`src/hdl/sdc_pkg.sv`:
```
// constants and state layout for the sync detect, clamp and green-sync unit
package sdc_pkg;
   // register byte addresses
   localparam logic [7:0] ADDR_CTRL_A      = 8'hed;
   localparam logic [7:0] ADDR_CTRL_B      = 8'hee;
   localparam logic [7:0] ADDR_CTRL_C      = 8'hef;
   localparam logic [7:0] ADDR_CLAMP_WIDTH = 8'hf0;
   localparam logic [7:0] ADDR_PIN_LEVEL   = 8'hf1;
   // sync_control_a fields
   localparam int A_SRC_SEL   = 7;
   localparam int A_SPARE     = 6;
   localparam int A_CMP_MODE  = 5;
   // sync_control_b fields
   localparam int B_HPOL      = 0;
   localparam int B_VPOL      = 1;
   localparam int B_CLAMP_POL = 4;
   // sync_control_c fields
   localparam int C_CPRES     = 1;
   localparam int C_GREEN     = 2;
   localparam int C_CNT_SRC   = 3;
   localparam int C_PSEUDO    = 4;
   localparam int C_OUT_EN    = 5;
   localparam int C_VDD_SEL   = 6;
   // pin level register fields
   localparam int P_VSYNC     = 0;
   localparam int P_HC_SEL    = 1;
   localparam int P_EXT_V     = 2;
   // reset values
   localparam logic [7:0] RST_CTRL_A  = 8'h00;
   localparam logic [7:0] RST_CTRL_B  = 8'h00;
   localparam logic [7:0] RST_CTRL_C  = 8'h20;
   localparam logic [7:0] RST_CLAMP_W = 8'h10;
   // timing
   localparam int CLK_NS        = 50;
   localparam int TICK_DIV      = 1000;
   localparam int POL_TICKS     = 16;
   localparam int SOG_DELAY_NS  = 150;
   localparam int SOG_DLY_CYC   = (SOG_DELAY_NS / CLK_NS < 1) ? 1 : SOG_DELAY_NS / CLK_NS;
   localparam int SOG_LIMIT     = 32;
   localparam int SLOW_PRESCALE = 8;
   localparam logic [9:0]  TICK_LAST  = 10'(TICK_DIV - 1);
   localparam logic [3:0]  WIN_LAST   = 4'(POL_TICKS - 1);
   localparam logic [13:0] HALF_WIN   = 14'(POL_TICKS * TICK_DIV / 2);
   localparam logic [5:0]  SOG_MAX    = 6'(SOG_LIMIT + 1);
   localparam logic [2:0]  PRESC_LAST = 3'(SLOW_PRESCALE - 1);
   localparam logic [4:0]  CNT_MAX    = 5'h1f;
   localparam logic [4:0]  CNT_MIN    = 5'h00;

   typedef struct packed {
      logic       csync;
      logic       vsync;
      logic       hsync;
   } sdc_pins_type;

   typedef struct packed {
      logic       hsync_out;
      logic       vsync_out;
      logic       clamp_out;
      logic       capture_first;
      logic       second_clk;
   } sdc_outs_type;

   typedef struct packed {
      logic [2:0]  a_ctl;
      logic [4:0]  cnt;
      logic [5:0]  b_ctl;
      logic        hpol;
      logic        vpol;
      logic [3:0]  c_ctl;
      logic        cpres;
      logic        green;
      logic [7:0]  clamp_w;
      sdc_pins_type s1;
      sdc_pins_type s2;
      sdc_pins_type s3;
      logic [SOG_DLY_CYC-1:0] c_dly;
      logic        ext_v;
      logic [5:0]  sog_cnt;
      logic [9:0]  div_cnt;
      logic [3:0]  win_cnt;
      logic [13:0] h_high;
      logic [13:0] v_high;
      logic        c_seen;
      logic [7:0]  clamp_cnt;
      logic [2:0]  presc;
      logic [7:0]  rdata;
      sdc_outs_type outs;
   } sdc_state_type;
endpackage

```
`src/hdl/sdc_unit.sv`:
```
// sync presence, polarity, vsync extraction, clamp and green-sync detection
//
// Behaviour
// RQ1 - a.5=0 reads vsync; a.7 picks hsync/csync
// RQ2 - software polls pin levels for transitions
// RQ3 - vsync output edge drives first capture timer
// RQ4 - selected input clocks the second timer
// RQ5 - composite presence shown in c.1
// RQ6 - polarity judged over 16 interval ticks
// RQ7 - b.0 shows horizontal polarity
// RQ8 - b.1 shows vertical polarity
// RQ9 - vertical polarity updates after one window
// RQ10 - extracted output changes only at limits
// RQ11 - counter up on high, down on low, saturates
// RQ12 - software may use second capture for confirmation
// RQ13 - clamp pulse tied to hsync, programmable width
// RQ14 - front porch without green, else back porch
// RQ15 - b.4 sets clamp polarity
// RQ16 - csync delayed 150 ns before comparison
// RQ17 - green flag after more than 32 mismatches
// RQ18 - software sets polarity first, then polls flag
// RQ19 - c holds pseudo, source, enable, supply bits
// RQ20 - high at 11111, low at 00000, else hold
// RQ21 - counter readable in a bits 4..0
// RQ22 - all sync pins pass two flip-flops
`timescale 1ns/10ps
module sdc_unit (
   input  wire  logic                 ref_clk,
   input  wire  logic                 reset_n,
   input  wire  logic [7:0]           addr,
   input  wire  logic [7:0]           wdata,
   input  wire  logic                 wr_stb,
   input  wire  logic                 rd_stb,
   output logic [7:0]                 rdata,
   input  wire  sdc_pkg::sdc_pins_type sync_in,
   output sdc_pkg::sdc_outs_type      sync_out,
   output logic                       pseudo_en,
   output logic                       vdd_level_sel
);
   import sdc_pkg::*;

   sdc_state_type q;
   sdc_state_type d;

   logic          sel_lvl;
   logic          h_rise;
   logic          c_fall;
   logic          tick;
   logic          win_end;
   logic          cnt_step;
   logic          clamp_start;
   logic          c_dly_out;
   logic          vsel;
   logic          out_en;

   always_comb begin
      d = q;
      // two-stage pin synchronisers, third stage for edges
      // RQ22 pin synchronisers
      d.s1 = sync_in;
      d.s2 = q.s1;
      d.s3 = q.s2;

      // RQ1 direct source routing
      sel_lvl = q.a_ctl[2] ? q.s2.csync : q.s2.hsync;
      out_en  = q.c_ctl[2];

      // interval tick and polarity window
      tick    = (q.div_cnt == TICK_LAST);
      win_end = tick && (q.win_cnt == WIN_LAST);
      d.div_cnt = tick ? 10'h000 : q.div_cnt + 10'h001;
      if (tick) begin
         d.win_cnt = q.win_cnt + 4'h1;
      end
      // RQ6 high-time accumulation over window
      if (win_end) begin
         d.h_high = 14'h0000;
         d.v_high = 14'h0000;
         d.c_seen = 1'b0;
         // RQ7 horizontal polarity, mostly low is positive
         d.hpol  = (q.h_high < HALF_WIN);
         // RQ8 RQ9 vertical polarity, one window latency
         d.vpol  = (q.v_high < HALF_WIN);
         // RQ5 composite presence
         d.cpres = q.c_seen || (q.s2.csync != q.s3.csync);
      end else begin
         d.h_high = q.h_high + {13'h0000, sel_lvl};
         d.v_high = q.v_high + {13'h0000, q.s2.vsync};
         d.c_seen = q.c_seen || (q.s2.csync != q.s3.csync);
      end

      // counter step rate from c.3
      // RQ19 counter clock source
      cnt_step = 1'b1;
      if (q.c_ctl[0]) begin
         cnt_step = (q.presc == PRESC_LAST);
      end
      d.presc = q.presc + 3'h1;

      // RQ11 saturating up/down counter
      if (q.a_ctl[0] && cnt_step) begin
         if (sel_lvl && q.cnt != CNT_MAX) begin
            d.cnt = q.cnt + 5'h01;
         end else if (!sel_lvl && q.cnt != CNT_MIN) begin
            d.cnt = q.cnt - 5'h01;
         end
      end
      // RQ10 RQ20 extracted level at limits only
      if (q.cnt == CNT_MAX) begin
         d.ext_v = 1'b1;
      end else if (q.cnt == CNT_MIN) begin
         d.ext_v = 1'b0;
      end

      // RQ16 csync delay line
      d.c_dly   = {q.c_dly[SOG_DLY_CYC-2:0], q.s2.csync};
      c_dly_out = q.c_dly[SOG_DLY_CYC-1];
      h_rise    = q.s2.hsync && !q.s3.hsync;
      c_fall    = !q.s2.csync && q.s3.csync;

      // outputs
      vsel = q.a_ctl[0] ? q.ext_v : q.s2.vsync;
      d.outs.hsync_out = out_en && sel_lvl;
      d.outs.vsync_out = out_en && vsel;
      // RQ3 first capture timer on vsync output rise
      d.outs.capture_first = vsel && !q.outs.vsync_out && out_en;
      // RQ4 second timer clock from selected input
      d.outs.second_clk = sel_lvl;

      // RQ13 RQ14 clamp start: csync trailing edge or hsync rise
      clamp_start = q.green ? c_fall : h_rise;
      if (clamp_start) begin
         d.clamp_cnt = q.clamp_w;
      end else if (q.clamp_cnt != 8'h00) begin
         d.clamp_cnt = q.clamp_cnt - 8'h01;
      end
      // RQ15 clamp polarity
      d.outs.clamp_out = (d.clamp_cnt != 8'h00) ~^ q.b_ctl[2];

      // bus writes
      if (wr_stb) begin
         unique case (addr)
            ADDR_CTRL_A: begin
               d.a_ctl = {wdata[A_SRC_SEL], wdata[A_SPARE], wdata[A_CMP_MODE]};
            end
            ADDR_CTRL_B: begin
               d.b_ctl = wdata[7:2];
            end
            ADDR_CTRL_C: begin
               d.c_ctl = {wdata[C_VDD_SEL], wdata[C_OUT_EN], wdata[C_PSEUDO], wdata[C_CNT_SRC]};
               if (!wdata[C_GREEN]) begin
                  d.green   = 1'b0;
                  d.sog_cnt = 6'h00;
               end
            end
            ADDR_CLAMP_WIDTH: begin
               d.clamp_w = wdata;
            end
            default: begin
            end
         endcase
      end

      // RQ17 mismatch count, set wins over clear
      if (h_rise && !c_dly_out) begin
         if (q.sog_cnt != SOG_MAX) begin
            d.sog_cnt = q.sog_cnt + 6'h01;
         end
         if (q.sog_cnt >= 6'(SOG_LIMIT)) begin
            d.green = 1'b1;
         end
      end

      // bus reads, answered next cycle
      d.rdata = 8'h00;
      if (rd_stb) begin
         unique case (addr)
            ADDR_CTRL_A: begin
               // RQ21 counter readback
               d.rdata = {q.a_ctl[2], q.a_ctl[1], q.a_ctl[0], q.cnt};
            end
            ADDR_CTRL_B: begin
               d.rdata = {q.b_ctl, q.vpol, q.hpol};
            end
            ADDR_CTRL_C: begin
               d.rdata = {1'b0, q.c_ctl[3:1], q.c_ctl[0], q.green, q.cpres, 1'b0};
            end
            ADDR_CLAMP_WIDTH: begin
               d.rdata = q.clamp_w;
            end
            ADDR_PIN_LEVEL: begin
               d.rdata = {5'h00, q.ext_v, sel_lvl, q.s2.vsync};
            end
            default: begin
               d.rdata = 8'h00;
            end
         endcase
      end
   end

   always_ff @(posedge ref_clk or negedge reset_n) begin
      if (!reset_n) begin
         q         <= '0;
         q.a_ctl   <= {RST_CTRL_A[A_SRC_SEL], RST_CTRL_A[A_SPARE], RST_CTRL_A[A_CMP_MODE]};
         q.b_ctl   <= RST_CTRL_B[7:2];
         q.c_ctl   <= {RST_CTRL_C[C_VDD_SEL], RST_CTRL_C[C_OUT_EN], RST_CTRL_C[C_PSEUDO],
                       RST_CTRL_C[C_CNT_SRC]};
         q.clamp_w <= RST_CLAMP_W;
         q.outs.clamp_out <= ~RST_CTRL_B[B_CLAMP_POL];
      end else begin
         q <= d;
      end
   end

   assign rdata         = q.rdata;
   assign sync_out      = q.outs;
   assign pseudo_en     = q.c_ctl[1];
   assign vdd_level_sel = q.c_ctl[3];

   // checks
   // RQ11 counter saturation
   cnt_saturate_a: assert property (@(posedge ref_clk) disable iff (!reset_n) // RQ11
      q.cnt == CNT_MAX && sel_lvl && !(wr_stb && addr == ADDR_CTRL_A) |=> q.cnt == CNT_MAX)
      else $error("counter wrapped above maximum");
   // RQ11 counter floor
   cnt_floor_a: assert property (@(posedge ref_clk) disable iff (!reset_n) // RQ11
      q.cnt == CNT_MIN && !sel_lvl |=> q.cnt == CNT_MIN)
      else $error("counter borrowed below minimum");
   // RQ20 extracted level at limits
   ext_high_a: assert property (@(posedge ref_clk) disable iff (!reset_n) // RQ20
      q.cnt == CNT_MAX |=> q.ext_v)
      else $error("extracted level not high at maximum");
   ext_low_a: assert property (@(posedge ref_clk) disable iff (!reset_n) // RQ20
      q.cnt == CNT_MIN |=> !q.ext_v)
      else $error("extracted level not low at minimum");
   // RQ10 hold between limits
   ext_hold_a: assert property (@(posedge ref_clk) disable iff (!reset_n) // RQ10
      q.cnt != CNT_MAX && q.cnt != CNT_MIN |=> $stable(q.ext_v))
      else $error("extracted level moved between limits");
   // RQ6 polarity changes only at window end
   pol_window_a: assert property (@(posedge ref_clk) disable iff (!reset_n) // RQ6
      !win_end |=> $stable(q.hpol) && $stable(q.vpol))
      else $error("polarity changed inside window");
   // RQ17 green flag needs enough mismatches
   green_set_a: assert property (@(posedge ref_clk) disable iff (!reset_n) // RQ17
      $rose(q.green) |-> $past(q.sog_cnt) >= 6'(SOG_LIMIT))
      else $error("green flag set too early");
   // RQ15 clamp idle level follows polarity bit
   clamp_idle_a: assert property (@(posedge ref_clk) disable iff (!reset_n) // RQ15
      q.clamp_cnt == 8'h00 && !$past(clamp_start) ##0 $stable(q.b_ctl) |->
      q.outs.clamp_out == !q.b_ctl[2])
      else $error("clamp idle level wrong");
   // RQ21 counter readback one cycle later
   cnt_read_a: assert property (@(posedge ref_clk) disable iff (!reset_n) // RQ21
      rd_stb && addr == ADDR_CTRL_A |=> rdata[4:0] == $past(q.cnt))
      else $error("counter readback mismatch");
   // RQ3 capture pulse only with output rise
   capture_first_a: assert property (@(posedge ref_clk) disable iff (!reset_n) // RQ3
      q.outs.capture_first |-> q.outs.vsync_out && !$past(q.outs.vsync_out))
      else $error("capture pulse without vsync rise");
endmodule

```
`config.mk`:
```
export PLATFORM = sky130hd
export DESIGN_NAME = sdc_unit
export DESIGN_NICKNAME = d
export VERILOG_FILES = /design/src/hdl/sdc_pkg.sv /design/src/hdl/sdc_unit.sv
export SDC_FILE = /design/constraint.sdc
export NUM_CORES = 1
export LEC_CHECK = 0
export ABC_AREA = 1
export BUFFER_PORTS_ARGS = -buffer_cell sky130_fd_sc_hd__buf_4
export CORE_MARGIN = 5
export CORE_UTILIZATION = 25
export DETAILED_ROUTE_END_ITERATION = 10
export GPL_ROUTABILITY_DRIVEN = 0
export HOLD_SLACK_MARGIN = 0.12
export PLACE_DENSITY = 0.44
export SYNTH_ARGS = -nofsm -noshare
export SYNTH_HDL_FRONTEND = slang
export SYNTH_SLANG_ARGS = --single-unit
```
`constraint.sdc`:
```
create_clock -name ref_clk -period 2.55 [get_ports ref_clk]
set_clock_uncertainty 0.15 [all_clocks]
set_input_delay 0.255 -clock ref_clk [delete_from_list [all_inputs] [get_ports ref_clk]]
set_output_delay 0.255 -clock ref_clk [all_outputs]
set_load 0.005 [all_outputs]
```
==> results.yml <==
power:
  p_per_area_nw_per_um2: 852.6
  peakVddDrop_uv: 442.7
  power_uw: 5811
  p_leak_uw: 0.003321
global_route:
  grt_use_total: 0.1094
  antenna_found_initial: 0
  grt_pass1_vias: 4123
  grt_start_max_net_pins: 47
  grt_pass1_wl_um: 21160
  grt-ovfl-total: 0
worst_setup_path:
  cp-start-kind: "flop"
  crit_arrival_ps: 2420
  slowest_delay_ps: 400
  crit_type: "reg2reg"
  required_ps: 2740
  slowest_stage: "dfrtp_1"
  endpoint_kind: "flop"
  path_cells: "o21ai_0 -> inv_1 -> nand2_1 -> inv_1 -> fa_1 -> o21ai_0 -> a21oi_1 -> xor2_1 -> nor2_1 -> xor2_1"
  critPathMaxFanout: 4
sta:
  slew_headroom: 0.7274
  rsz0062_at_grt: "false"
  worst_pin_slew_ps: 408.9
  setup_tns_ps: 0
  hold_violations: 0
  fin_hold_ws_ps: 144.9
  min_period_ps: 2229
  setup_viol: 0
  finalCritPeriodShare: 0.8743
  timing.fmax_mhz: 448.6
  slew_viol_final: 0
clock_tree:
  clk_pin_slew_worst_paths_ps: 50
  cts_tree: "built"
  cts_resized: 0
  insertion_delay_ps: 410
  h-tree-depth: 4
  cts.sinks: 114
  numCtsBuffers: 17
  clk_path_buf_depth: 2
  cts-root-buf: "clkbuf_16"
die:
  die-area_um2: 24810
  io_pins: 38
  start_util: 0.2516
  row_count: 54
  fp.dieH_um: 157.5
  fp.coreArea_um2: 21620
  die_w_um: 157.5
synth:
  synth_edf_count: 0
  synth_seq_cells: 114
  async_flop_share: 1.000
  synth_area_um2: 5439
  yosysSeqAreaShare: 0.5252
  syn_inst: 631
  yosys.area.top_type: "dfrtp_1"
  synth_area_leaders: "dfrtp_1 51%, nand2_1 9.2%, inv_1 5.9%, nor2_1 5.5%, o21ai_0 4.2%"
  yosysWarnings: 0
  yosysUniqueCellTypes: 38
  syn_nets: 672
  synth_area_per_cell_um2: 8.620
  synth-main-ff-cell: "dfrtp_1"
  post-synth-top-area-fraction: 0.5107
finish:
  diodes: 0
  final_common_cell: "nand2_1"
  finalNetCount: 737
  final_cell_mix: "133 x nand2_1, 111 x dfrtp_1, 85 x inv_1"
  synthToLayoutAreaGrowth_pct: 25.30
  drive_above_1_share: 0.1298
  stdcell_count: 989
route:
  drt_first_iter_violations: 236
  drt_wl_total_um: 12680
  dr.pass1.iters: 4
  postRouteAntennaNets: 0
  num_vias: 4131
  viasPerCell: 4.177
  route.detailed.drc: 0
  wire_per_inst_um: 12.82
flow_run:
  cap_violations: 0
min_path:
  hp-class: "in2reg"
place:
  port_buffers: 37
  placed_cells: 944
  hpwl_um: 9282
status:
  status: "complete, no violations"
## power by group
group / total [uW] / internal (uW) / switching (uW)
Clock: 2480 / 1650 / 826
Combinational: 1040 / 441 / 600
Sequential: 2290 / 2070 / 224
## cells in the mapped netlist, drive strengths merged (3+ instances only)
cell type and count:
o21ai 47, or2 3, xnor2 6, a21oi 26, nand4 8, inv 85, nand2 134, ha 17
nand3 38, buf 16, nor2 82, dfrtp 111, nor3 16, xor2 19, dfstp 3
## cell families after synthesis
| logic type | share of synthesized area |
|---|---|
| adders and majority gates | 0.04279 |
| muxes | 0.002070 |
| DFF | 0.5252 |
| and+or+nand+nor | 0.2252 |
| AOI/OAI and AO/OA | 0.08443 |
| xor gates and xnor gates | 0.04026 |
| buffers and inverters | 0.08005 |
## cell type report
cell class | count | area (um2)
clock buffer | 21 | 450.4
fill | 2307 | 14810
clock inverter | 11 | 161.4
sequential | 114 | 2856
multi-input combinational | 415 | 2147
timing repair buffer | 63 | 530.5
tap | 280 | 350.3
inverter | 85 | 319.1
## state kept, by name (all words and copies together), names as in the netlist
| signal | cells |
|---|---|
| rdata | 8 |
| pseudo_en | 1 |
| d | 8 |
| out_en | 1 |
| vdd_level_sel | 1 |
| sync_out | 5 |
| q | 89 |
| c_dly_out | 1 |
## critical path, delay by kind of cell, from the launching register on
family / cells / cell delay (ps)
AO/OA/AOI/OAI: 3 / 520
adder cells (fa/ha/maj): 1 / 400
flip-flops: 1 / 400
buffers and inverters: 2 / 180
XOR/XNOR: 2 / 290
AND/OR/NAND/NOR: 2 / 210
## path summary, 6_finish.rpt
check                      slack (ps)        end  cells past startpoint    start
hold / removal                    140      q[87]                      3   wr_stb
hold reg to reg                   200  c_dly_out                      0    d[76]
setup / recovery                  320     q[112]                     10   q[115]
setup reg to reg                  320     q[112]                     10   q[115]
max in group asynchronous        1440      q[90]                      3  reset_n
min in group asynchronous         160      q[66]                      2  reset_n
## per-layer routing
| metal | part of all wire | track usage | vias up |
|---|---|---|---|
| met5 | 0 | 0 | - |
| met4 | 0.014 | 0.03933 | 0 |
| met3 | 0.036 | 0.03299 | 15 |
| met2 | 0.48 | 0.1773 | 49 |
| met1 | 0.47 | 0.1387 | 1920 |
| li1 | - | - | 2147 |
## metrics by stage
stage | util | setup slack, ps | instance area (um2)
CTS | 0.3152 | 285.8 | 6815
floorplan | - | 348.0 | 5439
global route | 0.3152 | 13.67 | 6815
global placement | 0.2809 | 342.3 | 6073
finish | 0.3152 | 320.6 | 6815
detailed placement | 0.2809 | 311.5 | 6073
## repair_timing
action,CTS,global route
hold buffers,13,0
buffers inserted,0,0
endpoints found under the hold margin,139,0
No activity file was read; power rests on OpenSTA's default activity.
